[src/pkg/thermal_monitor_defs.svh]
// thermal monitor constants: register selects, field positions, reset values, timing
`ifndef THERMAL_MONITOR_DEFS_SVH
`define THERMAL_MONITOR_DEFS_SVH

// special-register select codes on the register port
`define TM_SEL_LIMIT_A        2'h0
`define TM_SEL_LIMIT_B        2'h1
`define TM_SEL_CONTROL        2'h2

// threshold register fields
`define TM_FLAG_BIT           0
`define TM_VALID_BIT          1
`define TM_THRESH_LSB         2
`define TM_THRESH_MSB         8
`define TM_DIR_BIT            29
`define TM_IRQEN_BIT          30
`define TM_LIMVALID_BIT       31

// sample control register fields
`define TM_INTERVAL_LSB       18
`define TM_INTERVAL_MSB       30
`define TM_ENABLE_BIT         31

// reset values
`define TM_LIMIT_RESET        32'h0000_0000
`define TM_CONTROL_RESET      32'h0000_0000

// recommended settling interval, a software setting
`define TM_CLK_MHZ            20
`define TM_SAMPLE_TIME_US     20
`define TM_SAMPLE_CYCLES      (`TM_SAMPLE_TIME_US * `TM_CLK_MHZ)

`endif

[src/pkg/thermal_monitor_pkg.sv]
// thermal monitor types: register layouts and sequencer states
package thermal_monitor_pkg;

  typedef struct packed {
    logic        valid;
    logic        irqEnable;
    logic        direction;
    logic [19:0] reserved;
    logic [6:0]  threshold;
    logic        crossingValid;
    logic        crossingFlag;
  } limit_s;

  typedef struct packed {
    logic        enable;
    logic [12:0] interval;
    logic [17:0] reserved;
  } control_s;

  typedef enum logic [1:0] {
    ST_IDLE   = 2'b01,
    ST_SAMPLE = 2'b10
  } seq_e;

endpackage

[src/verilog/thermal_threshold_monitor.sv]
// thermal threshold monitor: special registers, compare sequencer, interrupt
//
// What this block does
// - hard reset clears all three registers; monitor idles until enabled
// - registers reached only by supervisor special-register reads and writes
// - bit 0 of each limit register is read-only crossing flag
// - bit 1 is read-only valid flag, set once a result is held
// - bits 2 to 8 hold threshold 0 to 127 degrees, compared to sensor
// - bit 29 picks direction: above threshold when zero, below when one
// - bit 30 enables the interrupt for that register's crossing
// - with interrupt disabled, valid register still updates crossing flag
// - interrupt is also gated by the processor's global interrupt enable
// - bit 31 marks register valid; sensor runs only with control bit 31 set
// - control bits 18 to 30 give cycles before a result is sampled
// - control bit 31 enables comparisons when a limit register is valid
// - while enabled, compare periodically and interrupt on enabled crossings
// - start with register a if eligible, else b; alternate after each interval while both are
// - interrupt held until recognised; then that register freezes until written
// - limit write clears its valid flag; control write clears both; restart
`timescale 1ns/10ps
`include "thermal_monitor_defs.svh"
module thermal_threshold_monitor
  import thermal_monitor_pkg::*;
#(
  parameter int INTERVAL_WIDTH  = 13,
  parameter int THRESHOLD_WIDTH = 7
)
(
  // clock and reset
  input  wire logic                       clk_sys,
  input  wire logic                       rst,
  // special-register port
  input  wire logic                       supervisor,
  input  wire logic [1:0]                 sprSel,
  input  wire logic                       sprWrite,
  input  wire logic                       sprRead,
  input  wire logic [31:0]                sprWdata,
  output logic      [31:0]                sprRdata,
  // analog front end
  input  wire logic                       compAbove,
  output logic      [THRESHOLD_WIDTH-1:0] dacCode,
  output logic                            sensorActive,
  // interrupt unit
  input  wire logic                       globalIrqGate,
  input  wire logic                       irqAck,
  output logic                            thermIrq
);

  // ==========================================================================
  // register port decode
  // ==========================================================================
  logic       wrLimit [2];
  logic       wrControl;
  logic       rdHit;
  limit_s     wrLimitVal;
  control_s   wrControlVal;

  // user-mode writes are ignored; user-mode reads return zero
  assign wrLimit[0] = sprWrite && supervisor && (sprSel == `TM_SEL_LIMIT_A);
  assign wrLimit[1] = sprWrite && supervisor && (sprSel == `TM_SEL_LIMIT_B);
  assign wrControl  = sprWrite && supervisor && (sprSel == `TM_SEL_CONTROL);
  assign rdHit      = sprRead && supervisor;

  // status and reserved bits of a write are dropped
  always_comb
  begin
    wrLimitVal               = `TM_LIMIT_RESET;
    wrLimitVal.valid         = sprWdata[`TM_LIMVALID_BIT];
    wrLimitVal.irqEnable     = sprWdata[`TM_IRQEN_BIT];
    wrLimitVal.direction     = sprWdata[`TM_DIR_BIT];
    wrLimitVal.threshold     = sprWdata[`TM_THRESH_MSB:`TM_THRESH_LSB];
    wrControlVal             = `TM_CONTROL_RESET;
    wrControlVal.enable      = sprWdata[`TM_ENABLE_BIT];
    wrControlVal.interval    = sprWdata[`TM_INTERVAL_MSB:`TM_INTERVAL_LSB];
  end

  // ==========================================================================
  // sample control register
  // ==========================================================================
  control_s control;
  control_s next_control;

  always_comb
  begin
    next_control = control;
    if (wrControl)
    begin
      next_control = wrControlVal;
    end
  end

  always_ff @(posedge clk_sys)
  begin
    if (rst)
    begin
      control <= `TM_CONTROL_RESET;
    end
    else
    begin
      control <= next_control;
    end
  end

  // ==========================================================================
  // sequencer state
  // ==========================================================================
  seq_e   state;
  seq_e   next_state;
  logic   curSel;
  logic   next_curSel;
  logic   tick;
  logic   restart;
  logic   crossing;
  logic   eligible   [2];
  logic   sampleHit  [2];
  limit_s limit      [2];
  logic   halted     [2];
  logic   pending    [2];

  // the comparator result, read in the sense of the active register
  assign crossing = limit[curSel].direction ? !compAbove : compAbove;

  // any register write restarts the comparison from the start of an interval
  assign restart  = wrLimit[0] || wrLimit[1] || wrControl;

  // ==========================================================================
  // threshold registers, one per channel
  // ==========================================================================
  genvar gi;
  generate
    for (gi = 0; gi < 2; gi++)
    begin : g_limit
      limit_s next_limit;
      logic   next_halted;
      logic   next_pending;

      // a frozen register takes no part until written again
      assign eligible[gi]  = control.enable && limit[gi].valid && !halted[gi];
      assign sampleHit[gi] = tick && (curSel == 1'(gi)) && eligible[gi];

      always_comb
      begin
        next_limit   = limit[gi];
        next_halted  = halted[gi];
        next_pending = pending[gi];
        // recognition freezes the flags of the interrupting register
        if (irqAck && pending[gi])
        begin
          next_halted  = 1'b1;
          next_pending = 1'b0;
        end
        if (wrLimit[gi])
        begin
          next_limit.valid         = wrLimitVal.valid;
          next_limit.irqEnable     = wrLimitVal.irqEnable;
          next_limit.direction     = wrLimitVal.direction;
          next_limit.threshold     = wrLimitVal.threshold;
          next_limit.crossingValid = 1'b0;
          next_halted              = 1'b0;
          next_pending             = 1'b0;
        end
        if (wrControl)
        begin
          next_limit.crossingValid = 1'b0;
        end
        // a write blocks the tick, so no sample lands in the clearing cycle
        if (sampleHit[gi])
        begin
          next_limit.crossingFlag  = crossing;
          next_limit.crossingValid = 1'b1;
          if (crossing && limit[gi].irqEnable)
          begin
            next_pending = 1'b1;
          end
        end
      end

      always_ff @(posedge clk_sys)
      begin
        if (rst)
        begin
          limit[gi]   <= `TM_LIMIT_RESET;
          halted[gi]  <= 1'b0;
          pending[gi] <= 1'b0;
        end
        else
        begin
          limit[gi]   <= next_limit;
          halted[gi]  <= next_halted;
          pending[gi] <= next_pending;
        end
      end
    end
  endgenerate

  // ==========================================================================
  // compare sequencer
  // ==========================================================================
  always_comb
  begin
    next_state  = state;
    next_curSel = curSel;
    unique case (state)
      ST_IDLE:
      begin
        // counter cleared, flags untouched while nothing is eligible
        next_curSel = !eligible[0];
        if (eligible[0] || eligible[1])
        begin
          next_state = ST_SAMPLE;
        end
      end
      ST_SAMPLE:
      begin
        if (!(eligible[0] || eligible[1]))
        begin
          next_state = ST_IDLE;
        end
        else if (restart)
        begin
          next_curSel = !eligible[0];
        end
        else if (tick || !eligible[curSel])
        begin
          // alternate when the other register can take a turn
          if (eligible[!curSel])
          begin
            next_curSel = !curSel;
          end
        end
      end
      default:
      begin
        next_state  = ST_IDLE;
        next_curSel = 1'b0;
      end
    endcase
  end

  always_ff @(posedge clk_sys)
  begin
    if (rst)
    begin
      state  <= ST_IDLE;
      curSel <= 1'b0;
    end
    else
    begin
      state  <= next_state;
      curSel <= next_curSel;
    end
  end

  sample_timer #(
    .WIDTH    (INTERVAL_WIDTH)
  ) u_timer (
    .clk_sys  (clk_sys),
    .rst      (rst),
    .run      (state == ST_SAMPLE),
    .restart  (restart),
    .interval (control.interval),
    .tick     (tick)
  );

  // ==========================================================================
  // front end drive and read-back
  // ==========================================================================
  logic [THRESHOLD_WIDTH-1:0] next_dacCode;
  logic [31:0]                next_sprRdata;

  always_comb
  begin
    next_dacCode  = limit[next_curSel].threshold;
    next_sprRdata = sprRdata;
    if (rdHit)
    begin
      unique case (sprSel)
        `TM_SEL_LIMIT_A: next_sprRdata = limit[0];
        `TM_SEL_LIMIT_B: next_sprRdata = limit[1];
        `TM_SEL_CONTROL: next_sprRdata = control;
        default:         next_sprRdata = 32'h0000_0000;
      endcase
    end
    else if (sprRead)
    begin
      next_sprRdata = 32'h0000_0000;
    end
  end

  always_ff @(posedge clk_sys)
  begin
    if (rst)
    begin
      dacCode  <= '0;
      sprRdata <= 32'h0000_0000;
    end
    else
    begin
      dacCode  <= next_dacCode;
      sprRdata <= next_sprRdata;
    end
  end

  // low-power front end unless a comparison is running
  assign sensorActive = (state == ST_SAMPLE);

  // held until recognised, masked by the global interrupt gate
  assign thermIrq = globalIrqGate && (pending[0] || pending[1]);

endmodule

[src/verilog/sample_timer.sv]
// sample interval timer: one-cycle tick after the programmed number of cycles
`timescale 1ns/10ps
module sample_timer
  import thermal_monitor_pkg::*;
#(
  parameter int WIDTH = 13
)
(
  // clock and reset
  input  wire logic             clk_sys,
  input  wire logic             rst,
  // control
  input  wire logic             run,
  input  wire logic             restart,
  input  wire logic [WIDTH-1:0] interval,
  // enable pulse
  output logic                  tick
);

  logic [WIDTH-1:0] count;
  logic [WIDTH-1:0] next_count;
  logic [WIDTH-1:0] target;

  // an interval of zero behaves as one cycle
  assign target = (interval == '0) ? WIDTH'(1) : interval;
  assign tick   = run && !restart && ((count + WIDTH'(1)) >= target);

  always_comb
  begin
    next_count = count + WIDTH'(1);
    if (!run || restart || tick)
    begin
      next_count = '0;
    end
  end

  always_ff @(posedge clk_sys)
  begin
    if (rst)
    begin
      count <= '0;
    end
    else
    begin
      count <= next_count;
    end
  end

endmodule

[config.mk]
export PLATFORM = sky130hd
export DESIGN_NAME = thermal_threshold_monitor
export DESIGN_NICKNAME = d
export VERILOG_FILES = /design/src/pkg/thermal_monitor_pkg.sv /design/src/verilog/thermal_threshold_monitor.sv /design/src/verilog/sample_timer.sv
export VERILOG_INCLUDE_DIRS = /design/src /design/src/pkg
export SDC_FILE = /design/constraint.sdc
export NUM_CORES = 1
export LEC_CHECK = 0
export BUFFER_PORTS_ARGS = -buffer_cell sky130_fd_sc_hd__buf_2
export CORE_MARGIN = 3
export CORE_UTILIZATION = 40
export DETAILED_ROUTE_END_ITERATION = 10
export GPL_TIMING_DRIVEN = 0
export MAX_ROUTING_LAYER = met4
export SLEW_MARGIN = 20
export SYNTH_ARGS = -nofsm -noshare
export SYNTH_HDL_FRONTEND = slang
export SYNTH_SLANG_ARGS = --single-unit
[constraint.sdc]
create_clock -name clk_sys -period 5.5 [get_ports clk_sys]
set_input_delay 0.825 -clock clk_sys [delete_from_list [all_inputs] [get_ports clk_sys]]
set_output_delay 0.825 -clock clk_sys [all_outputs]
set_load 0.1 [all_outputs]
==> results.cfg <==
[status]
status = finished, final reports clean

[critical_path]
crit_family = simple AND/OR/NAND/NOR gates
r2r_cells = 12
crit_type = reg2reg
critPathMaxStageDelay_ps = 550
required_ps = 5790
rrSetupSlack_ps = 2290
reg2reg_to = u_timer.count[12]
path_buf_inv = 0
cp-end-kind = flip-flop
critPathLaunch = u_timer.count[0]
cp_cell_sequence = ha_1, nand4_1, nor2_1, and3_1, xor2_1, ha_1, a21oi_1, o21a_1, o21ai_0, a21oi_1, nand2_1, nor2b_1
cp-endpoint = u_timer.count[12]
crit_cells = 12
arrival_ps = 3490
worstReg2RegStart = u_timer.count[0]
crit_path_start_kind = flip-flop
cp_slowest_cell = a21oi_1
crit_fanout = 10

[synth]
yosys-top-cells-count = dfxtp_1, nand2_1, a21oi_1
synth_seq_cells = 88
synthFlopType = dfxtp_1
synth.most_common_cell = dfxtp_1
synth_area_leader_cell = dfxtp_1
synth.avg_cell_area_um2 = 8.29
ys_seq_area_share_pct = 43.9
yosys_warnings = 0
synthArstFlopShare_pct = 0
synthTopCellsByArea = dfxtp_1, nand2_1, a21oi_1
ys_types = 44
synth_area_um2 = 4010
synth_top_area_share_pct = 43.9
synth_edf_count = 0
synthCells = 484

[sta]
rsz0062_at_grt = no
setup_violations = 0
hold_viol = 0
finalMaxSlewViolations = 0
period_share_pct = 58.3
whs_ps = 467
max_freq_mhz = 312
min_period_ps = 3210
fin_tns_setup_ps = 0
skew_ps = 15.8
worstMarginPinSlew_ps = 671
maxSlewHeadroom_pct = 55.3

[route]
drcViolationCount = 0
routed_wl_mm = 10.2
wl_per_cell_um = 14.6
via_count = 3479
ant_nets = 0
firstDrtPassIters = 4
viasPerCell = 4.98
drt-initial-drc-count = 199

[power]
clock_power_share_pct = 38.5
p_switching_mw = 0.351
vdd_drop_max_uv = 106
power_leakage_nw = 1.94
seq_power_share_pct = 52.1
intPower_mw = 0.894
sw_frac_of_total_pct = 28.2
p_per_area_nw_per_um2 = 264
p_comb_share_pct = 9.4

[layout]
nets = 622
drive_gt1_share_pct = 17.0
diodes = 0
final_area_um2 = 4720
syn_to_final_growth_pct = 17.6
final_core_utilization_pct = 49.7
finalNonFillerCells = 698

[global_routing]
grtUsageTotal_pct = 19.2
antenna_found_initial = 0
overflow = 0
grt_pass1_vias = 3375
grt_max_degree = 18
grt_pass1_wl_mm = 16.8

[cts]
cts_tree = done
numClockSinks = 88
cts_buffer_depth = 2
root_buffer = clkbuf_8
clk_latency_ps = 360
postCtsSetupBuffers = 0
hold_buffers = 0
h-tree-depth = 3
cts_resized = 0
clk_pin_slew_ps = 110
cts_made_buffers = 9

[floorplan]
rows = 35
die_area_um2 = 11300
num_io_pins = 83
initial_core_util_pct = 42.2
die_w_um = 106
core_um2 = 9500
die_h_um = 106

[place]
place_inst = 682
finalWeightedCongestion = 0.846
hpwl_mm = 7.74
dpl_cell_area_um2 = 4510
io_buffers = 61

[run]
maxCapViolations = 0

[hold_path]
hp-class = reg2reg
power groups by stage:
stage / combinational (mW) / sequential, mW / clock (mW)
after floorplan: 0.0765 / 0.669 / 0
after global placement: 0.115 / 0.664 / 0
after detailed placement: 0.116 / 0.664 / 0
after CTS: 0.117 / 0.649 / 0.485
after global routing: 0.127 / 0.650 / 0.512
final: 0.118 / 0.649 / 0.479
how the worst min path moves through the flow:
stage | slack, ps | depth (start not counted) | end | from
finish | 470 | 2 | sprRdata[29] | sprRdata[29]
global route | 490 | 2 | sprRdata[31] | sprRdata[31]
CTS | 470 | 2 | sprRdata[31] | sprRdata[31]
detailed placement | 460 | 2 | sprRdata[31] | sprRdata[31]
global placement | 460 | 2 | sprRdata[31] | sprRdata[31]
floorplan | 440 | 1 | u_timer.count[0] | u_timer.count[0]
layout make-up:
type                       count  area [µm²]
multi-input combinational    356        2050
clock inverter                 7        87.6
inverter                      17        63.8
clock buffer                   9         124
fill                         959        4780
sequential                    88        1760
tap                          129         161
buffer                        31         165
timing repair buffer          61         305
worst min-delay path: stages, from the launching register on:
cell,delay (ps)
dfxtp_1,320
nand2_1,60
a21oi_1,50
placed cells by master, fill, tap and decap left out, drive strengths merged:
cell type,Yosys,layout
and3,13,13
a31o,1,1
or3b,1,1
bufinv,0,1
o211a,1,1
dfxtp,88,88
clkinv,0,1
nor3,4,4
and2,2,2
o22ai,1,1
nor2,44,44
conb,1,9
clkbuf,15,24
and4,1,1
o21ai,9,9
nand2,86,86
ha,16,16
mux2i,20,20
buf,16,77
o211ai,2,2
nand2b,17,17
nor2b,5,5
or3,2,2
o31ai,1,1
a22oi,11,11
nand4b,1,1
a21o,2,2
nand4,3,3
nand3b,7,7
xor2,5,5
nor4,3,3
a21oi,64,64
a2111o,1,1
inv,17,20
clkinvlp,0,2
xnor2,7,7
nand3,12,12
o21a,5,5
flip-flops by register name, indices dropped and copies added (netlist names):
register,flops
limit,24
sprRdata,23
control,14
u_timer.count,13
dacCode,7
halted,2
pending,2
state,2
curSel,1
through the flow:
step,worst slack [ps],total power [mW]
after detailed placement,2340,0.780
after global routing,1820,1.29
after global placement,2410,0.779
after CTS,2310,1.25
after floorplan,2810,0.746
final,2290,1.25
cells by family after synthesis:
kind of cell	after synthesis	synth area share, %
AOI/OAI and AO/OA	98	14.3
buffers and inverters	48	5.71
DFF	88	43.9
and+or+nand+nor	201	23.4
other	1	0.0935
adders and majority gates	16	4.99
xor gates and xnor gates	12	2.62
muxes	20	4.99
metal layers:
metal | global-route usage, % | share of wire (%) | vias up
li1 | - | - | 1785
met1 | 26.7 | 50 | 1601
met2 | 29.7 | 45 | 86
met3 | 2.79 | 4.8 | 7
met4 | 4.44 | 0.62 | 0
met5 | - | 0 | -
Power figures use the tool's default switching activity.
